$ cat src/shared/async_timer_consts.svh
// register offsets, field positions and reset values of the timer status block
// assumes an 8-bit cpu register bus with separate data and i/o spaces
`ifndef ASYNC_TIMER_CONSTS_SVH
`define ASYNC_TIMER_CONSTS_SVH

// ---------------------------------------------------------------------------
// data-space offsets
// ---------------------------------------------------------------------------
`define OFS_EVENT_FLAGS     8'h37
`define OFS_SYNC_CONTROL    8'h43
`define OFS_IRQ_MASK        8'h70
`define OFS_CONTROL_A       8'hb0
`define OFS_CONTROL_B       8'hb1
`define OFS_COUNT_VALUE     8'hb2
`define OFS_COMPARE_A       8'hb3
`define OFS_COMPARE_B       8'hb4
`define OFS_ASYNC_STATUS    8'hb6

// ---------------------------------------------------------------------------
// i/o-space window
// ---------------------------------------------------------------------------
`define IO_SPACE_BASE       8'h20
`define IO_SPACE_LIMIT      8'h60

// ---------------------------------------------------------------------------
// field positions
// ---------------------------------------------------------------------------
`define BIT_OVERFLOW        0
`define BIT_MATCH_A         1
`define BIT_MATCH_B         2
`define BIT_EXT_CLK_EN      6
`define BIT_ASYNC_SEL       5
`define BIT_TIMER_SYNC_HOLD 7
`define BIT_ASYNC_PSC_RST   1
`define BIT_SHARED_PSC_RST  0

// ---------------------------------------------------------------------------
// reset values
// ---------------------------------------------------------------------------
`define RST_EVENT_FLAGS     3'h0
`define RST_IRQ_MASK        3'h0
`define RST_ASYNC_STATUS    2'h0
`define RST_BUSY            5'h00
`define RST_SYNC_CONTROL    1'h0
`define RST_BYTE            8'h00

`endif

$ cat src/shared/async_timer_pkg.sv
// types shared by the timer status block
// assumes nothing beyond a systemverilog compiler
`default_nettype none
package async_timer_pkg;
   typedef logic [7:0] byte_t;
   // index of each update-busy bit in the status register
   typedef enum logic [2:0] {
      busy_control_b,
      busy_control_a,
      busy_compare_b,
      busy_compare_a,
      busy_count
   } busy_idx_t;
endpackage
`default_nettype wire

$ cat src/verilog/async_timer_status.sv
// status, flag and prescaler control around an 8-bit asynchronous timer
// assumes cpu bus strobes and timer-core events other than i_xfer_done_toggle are synchronous to i_ref_clk
`include "async_timer_consts.svh"
`timescale 1ns/10ps
`default_nettype none

module async_timer_status
   import async_timer_pkg::*;
(
   // clock and reset
   input  wire  logic       i_ref_clk,
   input  wire  logic       i_nrst,
   // cpu register port
   input  wire  logic [7:0] i_addr,
   input  wire  logic       i_io_space,
   input  wire  logic       i_wr,
   input  wire  logic       i_rd,
   input  wire  logic [7:0] i_wdata,
   output logic       [7:0] o_rdata,
   // cpu interrupt side
   input  wire  logic       i_global_irq_enable,
   input  wire  logic [2:0] i_vector_ack,
   output logic       [2:0] o_irq_req,
   // timer core events
   input  wire  logic       i_overflow_evt,
   input  wire  logic       i_bottom_turn_evt,
   input  wire  logic       i_phase_correct,
   input  wire  logic       i_match_a_evt,
   input  wire  logic       i_match_b_evt,
   input  wire  logic [4:0] i_xfer_done_toggle,
   input  wire  logic       i_async_psc_reset_done,
   // clocking and prescaler controls
   output logic             o_async_clock_select,
   output logic             o_ext_clk_buf_en,
   output logic             o_xtal_osc_en,
   output logic             o_async_psc_reset,
   output logic             o_shared_psc_reset
);

   // ------------------------------------------------------------------------
   // address decode
   // ------------------------------------------------------------------------
   function automatic logic hit_data(input byte_t ofs);
      hit_data = !i_io_space && (i_addr == ofs);
   endfunction

   // registers inside the low i/o window answer at offset minus base too
   function automatic logic hit_both(input byte_t ofs);
      byte_t io_ofs;
      io_ofs = ofs - `IO_SPACE_BASE;
      hit_both = hit_data(ofs) ||
                 (i_io_space && ofs >= `IO_SPACE_BASE && ofs < `IO_SPACE_LIMIT && i_addr == io_ofs);
   endfunction

   logic hit_flags;
   logic hit_sync;
   logic hit_mask;
   logic hit_status;
   logic [4:0] hit_busy;

   always_comb begin
      hit_flags  = hit_both(`OFS_EVENT_FLAGS);
      hit_sync   = hit_both(`OFS_SYNC_CONTROL);
      hit_mask   = hit_data(`OFS_IRQ_MASK);
      hit_status = hit_data(`OFS_ASYNC_STATUS);
      hit_busy[busy_count]     = hit_data(`OFS_COUNT_VALUE);
      hit_busy[busy_compare_a] = hit_data(`OFS_COMPARE_A);
      hit_busy[busy_compare_b] = hit_data(`OFS_COMPARE_B);
      hit_busy[busy_control_a] = hit_data(`OFS_CONTROL_A);
      hit_busy[busy_control_b] = hit_data(`OFS_CONTROL_B);
   end

   // ------------------------------------------------------------------------
   // write strobes
   // ------------------------------------------------------------------------
   logic wr_flags;
   logic wr_sync;
   logic wr_mask;
   logic wr_status;

   always_comb begin
      wr_flags  = i_wr && hit_flags;
      wr_sync   = i_wr && hit_sync;
      wr_mask   = i_wr && hit_mask;
      wr_status = i_wr && hit_status;
   end

   // ------------------------------------------------------------------------
   // event flags
   // ------------------------------------------------------------------------
   logic [2:0] event_flags;
   logic [2:0] next_flags;
   logic [2:0] irq_mask;
   logic [2:0] irq_pending;
   logic [2:0] flag_set;
   logic [2:0] flag_w1c;
   logic [2:0] flag_clr;

   always_comb begin
      flag_set[`BIT_OVERFLOW] = i_phase_correct ? i_bottom_turn_evt : i_overflow_evt;
      flag_set[`BIT_MATCH_A]  = i_match_a_evt;
      flag_set[`BIT_MATCH_B]  = i_match_b_evt;
      // software clears a flag by writing one to it
      flag_w1c    = wr_flags ? i_wdata[2:0] : 3'h0;
      flag_clr    = i_vector_ack | flag_w1c;
      // set wins over a clear in the same cycle
      next_flags  = (event_flags & ~flag_clr) | flag_set;
      irq_pending = event_flags & irq_mask & {3{i_global_irq_enable}};
   end

   always_ff @(posedge i_ref_clk or negedge i_nrst) begin
      if (!i_nrst) begin
         event_flags <= `RST_EVENT_FLAGS;
      end else begin
         event_flags <= next_flags;
      end
   end

   always_ff @(posedge i_ref_clk or negedge i_nrst) begin
      if (!i_nrst) begin
         irq_mask <= `RST_IRQ_MASK;
      end else if (wr_mask) begin
         irq_mask <= i_wdata[2:0];
      end
   end

   always_ff @(posedge i_ref_clk or negedge i_nrst) begin
      if (!i_nrst) begin
         o_irq_req <= 3'h0;
      end else begin
         o_irq_req <= irq_pending;
      end
   end

   // ------------------------------------------------------------------------
   // clock selection
   // ------------------------------------------------------------------------
   logic ext_clk_en;
   logic async_sel;

   // software is expected to set the external enable before selecting async
   always_ff @(posedge i_ref_clk or negedge i_nrst) begin
      if (!i_nrst) begin
         {ext_clk_en, async_sel} <= `RST_ASYNC_STATUS;
      end else if (wr_status) begin
         ext_clk_en <= i_wdata[`BIT_EXT_CLK_EN];
         async_sel  <= i_wdata[`BIT_ASYNC_SEL];
      end
   end

   always_ff @(posedge i_ref_clk or negedge i_nrst) begin
      if (!i_nrst) begin
         o_async_clock_select <= 1'b0;
         o_ext_clk_buf_en     <= 1'b0;
         o_xtal_osc_en        <= 1'b0;
      end else begin
         o_async_clock_select <= async_sel;
         o_ext_clk_buf_en     <= async_sel && ext_clk_en;
         o_xtal_osc_en        <= async_sel && !ext_clk_en;
      end
   end

   // ------------------------------------------------------------------------
   // update-busy tracking
   // ------------------------------------------------------------------------
   logic [4:0] done_meta;
   logic [4:0] done_sync;
   logic [4:0] done_last;
   logic [4:0] busy;
   logic [4:0] busy_set;
   logic [4:0] busy_clr;
   logic [4:0] next_busy;

   always_ff @(posedge i_ref_clk or negedge i_nrst) begin
      if (!i_nrst) begin
         done_meta <= 5'h00;
         done_sync <= 5'h00;
         done_last <= 5'h00;
      end else begin
         done_meta <= i_xfer_done_toggle;
         done_sync <= done_meta;
         done_last <= done_sync;
      end
   end

   always_comb begin
      busy_set = (i_wr && async_sel) ? hit_busy : 5'h00;
      busy_clr = done_sync ^ done_last;
      // a new write wins over a transfer finishing in the same cycle
      next_busy = (busy & ~busy_clr) | busy_set;
   end

   always_ff @(posedge i_ref_clk or negedge i_nrst) begin
      if (!i_nrst) begin
         busy <= `RST_BUSY;
      end else begin
         busy <= next_busy;
      end
   end

   // ------------------------------------------------------------------------
   // prescaler reset and synchronisation mode
   // ------------------------------------------------------------------------
   logic timer_sync_hold;
   logic async_psc_reset;
   logic shared_psc_reset;
   logic async_psc_kick;
   logic shared_psc_kick;

   always_comb begin
      // a written one reaches the prescaler even when the stored bit clears at once
      async_psc_kick  = wr_sync && i_wdata[`BIT_ASYNC_PSC_RST];
      shared_psc_kick = wr_sync && i_wdata[`BIT_SHARED_PSC_RST];
   end

   always_ff @(posedge i_ref_clk or negedge i_nrst) begin
      if (!i_nrst) begin
         timer_sync_hold  <= `RST_SYNC_CONTROL;
         async_psc_reset  <= `RST_SYNC_CONTROL;
         shared_psc_reset <= `RST_SYNC_CONTROL;
      end else if (wr_sync) begin
         timer_sync_hold <= i_wdata[`BIT_TIMER_SYNC_HOLD];
         if (!i_wdata[`BIT_TIMER_SYNC_HOLD]) begin
            shared_psc_reset <= 1'b0;
            if (timer_sync_hold || !async_sel) begin
               // leaving sync mode releases both prescalers together
               async_psc_reset <= 1'b0;
            end else begin
               // stays up until the timer domain reports the reset done
               async_psc_reset <= i_wdata[`BIT_ASYNC_PSC_RST];
            end
         end else begin
            async_psc_reset  <= i_wdata[`BIT_ASYNC_PSC_RST];
            shared_psc_reset <= i_wdata[`BIT_SHARED_PSC_RST];
         end
      end else if (!timer_sync_hold) begin
         shared_psc_reset <= 1'b0;
         if (!async_sel || i_async_psc_reset_done) begin
            async_psc_reset <= 1'b0;
         end
      end
   end

   always_ff @(posedge i_ref_clk or negedge i_nrst) begin
      if (!i_nrst) begin
         o_async_psc_reset  <= 1'b0;
         o_shared_psc_reset <= 1'b0;
      end else begin
         o_async_psc_reset  <= async_psc_reset | async_psc_kick;
         o_shared_psc_reset <= shared_psc_reset | shared_psc_kick;
      end
   end

   // ------------------------------------------------------------------------
   // read data
   // ------------------------------------------------------------------------
   byte_t next_rdata;

   // unmapped addresses read as zero
   always_comb begin
      if (hit_flags) begin
         next_rdata = {5'h00, event_flags};
      end else if (hit_mask) begin
         next_rdata = {5'h00, irq_mask};
      end else if (hit_status) begin
         next_rdata = {1'b0, ext_clk_en, async_sel, busy};
      end else if (hit_sync) begin
         next_rdata = {timer_sync_hold, 5'h00, async_psc_reset, shared_psc_reset};
      end else begin
         next_rdata = `RST_BYTE;
      end
   end

   always_ff @(posedge i_ref_clk or negedge i_nrst) begin
      if (!i_nrst) begin
         o_rdata <= `RST_BYTE;
      end else if (i_rd) begin
         o_rdata <= next_rdata;
      end
   end

endmodule

`default_nettype wire
$ cat config.mk
export PLATFORM = sky130hd
export DESIGN_NAME = async_timer_status
export DESIGN_NICKNAME = d
export VERILOG_FILES = /design/src/shared/async_timer_pkg.sv /design/src/verilog/async_timer_status.sv
export VERILOG_INCLUDE_DIRS = /design/src /design/src/shared
export SDC_FILE = /design/constraint.sdc
export NUM_CORES = 1
export LEC_CHECK = 0
export BUFFER_PORTS_ARGS = -buffer_cell sky130_fd_sc_hd__clkbuf_2
export CORE_UTILIZATION = 23
export CTS_CLUSTER_SIZE = 24
export DETAILED_ROUTE_END_ITERATION = 8
export PLACE_DENSITY = 0.4
export SYNTH_ARGS = -nofsm -noshare
export SYNTH_HDL_FRONTEND = slang
export SYNTH_SLANG_ARGS = --single-unit
$ cat constraint.sdc
create_clock -name i_ref_clk -period 3.2 [get_ports i_ref_clk]
set_input_delay 0.64 -clock i_ref_clk [delete_from_list [all_inputs] [get_ports i_ref_clk]]
set_output_delay 0.64 -clock i_ref_clk [all_outputs]
set_load 0.02 [all_outputs]
Word level (Yosys, flattened, before mapping)
Cells that the tools add are included.

Flip-flop bits (word level): 47. Input bits: 36. Output and inout bits: 16. Logic and storage cells: 86.

Eq/ne operators: 12. Muxes and demuxes: 15. Bitwise operators: 12. Reduce and logical (&&, ||, !) cells: 29.

Operators with widths (count): 8-bit == test, second input constant (6); 8-bit 2-to-1 mux (4); 1-bit logical AND (20); 8-bit by 6-bit == test with 1-bit output, second input constant (2); 8-bit by 7-bit == test with 1-bit output, second input constant (2); 3-bit AND (3); 1-bit 2-to-1 mux (9); 8-bit by 5-bit == test with 1-bit output, second input constant (1); 3-bit bitwise OR (2); 5-bit AND (1); 5-bit 2-to-1 mux (1); 5-bit inverter (1); 5-bit bitwise OR (1); 5-bit XOR (1); 1-bit logical OR (4); 1-bit logical NOT (3); 3-bit 2-to-1 mux (1); 3-bit inverter (1); 2-bit inequality test, second input constant (1); 1-bit bitwise OR (2); 2-bit AND reduction (1); 2-bit nonzero test (1).

Depth between registers and ports, before layout
Depth in word-level cells: 9. Gate-level depth with buffers: 6. Mapped depth without buffers: 5.

Worst setup path after synthesis
No wires, ideal clock.

Kind: input to register. From: input port i_addr[3]. To: register timer_sync_hold. Library setup time: 0.125 ns. Arrival time: 2.045 ns. Required time: 3.075 ns. Slack: 1.029 ns. Stages: 5. Buffers on the path: 1. Path through: or3_1 > a2111oi_4 > and2_1 > buf_6 > mux2_4.

Longest elaborated chain between the ends: 4. Elaborated cells on any way between the ends: 6. Those cells by class: 2 x eq/ne; 4 x reduce/logical.

Ends and longest elaborated chain: start, declared (line async_timer_status.sv:14) `input wire logic [7:0] i_addr,`; 8-bit by 7-bit == test with 1-bit output or 8-bit by 6-bit == test with 1-bit output (tied branches) (line async_timer_status.sv:44, async_timer_status.sv:52); 1-bit logical AND (on tied branches) (line async_timer_status.sv:44, async_timer_status.sv:52); 1-bit logical OR (*) (line async_timer_status.sv:51) `hit_both = hit_data(ofs) ||`; 1-bit logical AND (*) (line async_timer_status.sv:83) `wr_sync = i_wr && hit_sync;`; end signal, assigned (line async_timer_status.sv:218) `` timer_sync_hold <= `RST_SYNC_CONTROL; ``; end signal, assigned (line async_timer_status.sv:222) `` timer_sync_hold <= i_wdata[`BIT_TIMER_SYNC_HOLD]; ``; end, declared (line async_timer_status.sv:204) `logic timer_sync_hold;`.

Mark *: on every way between the ends. The rest lies on a longest branch, timed or not. A chain may end at the register's enable or synchronous reset.

Worst setup path after layout
Same ends and word-level chain as after synthesis.

==> reports/results.ini <==
[worst_setup_path]
reg2reg_depth=3
worstPathMaxFanout=7
regToRegSetupSlack_ns=1.77
arrival_ns=2.29
crit_type=in -> reg
crit_required_ns=3.39
critPathLaunch=i_addr[3]
max_stage_delay_ns=0.47
r2r_end=busy[3]$_DFF_PN0_
cp-endpoint=timer_sync_hold$_DFFE_PN0P_
cp_slowest_cell=or3_1
crit_path_end_kind=flop
rr_startpoint=async_sel$_DFFE_PN0P_
cp_cell_sequence=clkbuf_2 -> or3_1 -> a2111oi_4 -> and2_1 -> mux2_4
startpoint_type=primary input

[cts]
cts_buffers=5
ctsRootBufferMaster=clkbuf_8
ctsHtreeMaxLevel=2
cts_buffer_depth=2
cts_tree=built
post_cts_buffers=0
clk_latency_ns=0.30
cts.clk_slew.worst_paths_ns=0.08
holdBufCountCts=0
cts_resized=0
clock_sinks=47

[route]
wl_per_cell_um=12.89
ant_nets=0
drc_errors=0
first_pass_iters=4
via_count=1329
vias_per_cell=4.206
first_iter_violations=22
routed_wl_um=4072

[finish]
layout_commonest_cell=clkbuf_2
final_cell_mix=clkbuf_2 (49), dfrtp_1 (47), nand2_1 (12)
final_area_mm2=0.002372
nNetsFinal=250
areaGrowthSynthToFinish_pct=23.84
antenna_cells=0
layout-drive-gt1-share_pct=33.18

[power]
leakage_nw=1.144
finalPower_mw=1.060
p_per_area_mw_per_mm2=446.9
peakVddDrop_mv=0.2269

[sta]
max_slew_margin_pct=44.73
finClkSkew_ns=0.005711
fin_tns_setup_ns=0
fin_crit_sh_pct=65.71
worstMarginPinSlew_ns=0.8290
setup_violations=0
fmax_mhz=475.6
drv_slew=0
holdWs_ns=0.3516
period_minus_slack_ns=2.103
finalHoldViolations=0
rsz0062_at_grt=no

[yosys]
yosysSeqAreaShare_pct=61.40
syn_area_per_cell_um2=12.05
synth_nets=195
synth-edff-count=0
async_flop_share_pct=100.0
ys_ff_latch=47
synthFlopType=dfrtp_1
postSynthCellCount=159
synth_warnings=0
synth.distinct_cells=38
synth_area_mm2=0.001916

[die]
core_mm2=0.007888
die_x_um=93.26
dieArea_mm2=0.008697
floorplan.die.height_um=93.26
initial_utilization_pct=24.29
std_cell_rows=32
pin_count=52

[global_route]
antenna_found_initial=0
grt_max_degree=35
grtUsageTotal_pct=10.32
overflow=0
first_global_vias=1357
grt_pass1_wl_um=6810

[worst_hold_path]
holdCritPathClass=reg -> reg

[placed_design]
placed_area_mm2=0.002285
place_congestion=0.6906
port_buffers=49
dp.final_hpwl_um=3151

[outcome]
status=completed

[run]
maxCapViolCount=0

[worst min path at each step]
stage | slack, ns | to | startpoint | cells after the start
after detailed placement | 0.34 | done_sync[4]$_DFF_PN0_ | done_meta[4]$_DFF_PN0_ | 0
after global routing | 0.36 | done_sync[1]$_DFF_PN0_ | done_meta[1]$_DFF_PN0_ | 0
final | 0.35 | done_sync[2]$_DFF_PN0_ | done_meta[2]$_DFF_PN0_ | 0
after floorplan | 0.33 | done_sync[0]$_DFF_PN0_ | done_meta[0]$_DFF_PN0_ | 0
after global placement | 0.33 | done_sync[0]$_DFF_PN0_ | done_meta[0]$_DFF_PN0_ | 0
after CTS | 0.36 | done_sync[4]$_DFF_PN0_ | done_meta[4]$_DFF_PN0_ | 0
[state kept, by name, indices dropped and copies added (netlist names)]
register and cells:
event_flags 3, async_psc_reset 1, shared_psc_reset 1, busy 5, done_sync 5, done_last 5
irq_mask 3, o_async_psc_reset 1, o_async_clock_select 1, done_meta 5, o_ext_clk_buf_en 1, o_shared_psc_reset 1
o_xtal_osc_en 1, async_sel 1, o_irq_req 3, timer_sync_hold 1, o_rdata 8, ext_clk_en 1
[cells in the mapped netlist, drive strengths merged, types with 2 or more instances]
cell type  count  area [um^2]
and3           4        25.02
nand4          2        12.51
xnor2          5        43.79
clkbuf         2        7.510
o21a           2        15.01
dfrtp         47         1176
nand2         12        45.04
and2           4        25.02
nand3          9        45.04
a31o           2        17.52
nor2           7        26.28
inv           11        41.29
a21o           2        15.01
a21oi          5        25.02
a22o           2        17.52
a32o           2        20.02
o211ai         3        22.52
nor2b          5        31.28
mux2           6        71.31
o21ai         10        50.05
[logic make-up after synthesis]
family | share of synthesized area, %
AND/OR/NAND/NOR | 16.20
multiplexers | 4.245
flip-flops | 61.40
buffers and inverters | 3.135
AO/OA/AOI/OAI | 12.28
XOR/XNOR | 2.743
[area by class of cell]
cell class | instances | area [um^2]
clock buffer | 6 | 82.58
clock inverter | 1 | 5.005
fill | 819 | 5515
inverter | 11 | 41.29
multi-input combinational | 98 | 679.4
sequential | 47 | 1176
tap | 102 | 127.6
timing repair buffer | 51 | 260.3
[worst max-delay path: cells and delay by family]
kind	cells	cell delay, ns
compound gates	1	0.43
buf+inv	1	0.10
mux	1	0.32
simple gates	2	0.80
[per-layer routing]
| layer | part of all wire (%) | GRT usage (%) | vias to the layer above |
|---|---|---|---|
| met5 | 0 | 0 | - |
| li1 | - | - | 662 |
| met3 | 5.2 | 2.602 | 7 |
| met1 | 50 | 14.23 | 622 |
| met4 | 1.6 | 3.846 | 0 |
| met2 | 43 | 15.56 | 38 |
[stage by stage]
stage,std cells,setup slack [ns],utilization (%)
floorplan,159,1.029,-
global placement,309,0.7894,28.97
detailed placement,309,0.7980,28.97
CTS,316,1.114,30.08
global route,316,1.021,30.08
finish,316,1.097,30.08
[where the power goes]
group / internal, mW / switching, mW / total, mW
registers: 0.611 / 0.0106 / 0.622
clock network: 0.170 / 0.185 / 0.354
logic: 0.0364 / 0.0480 / 0.0844
Note: power is estimated with default switching activity, not from simulation.
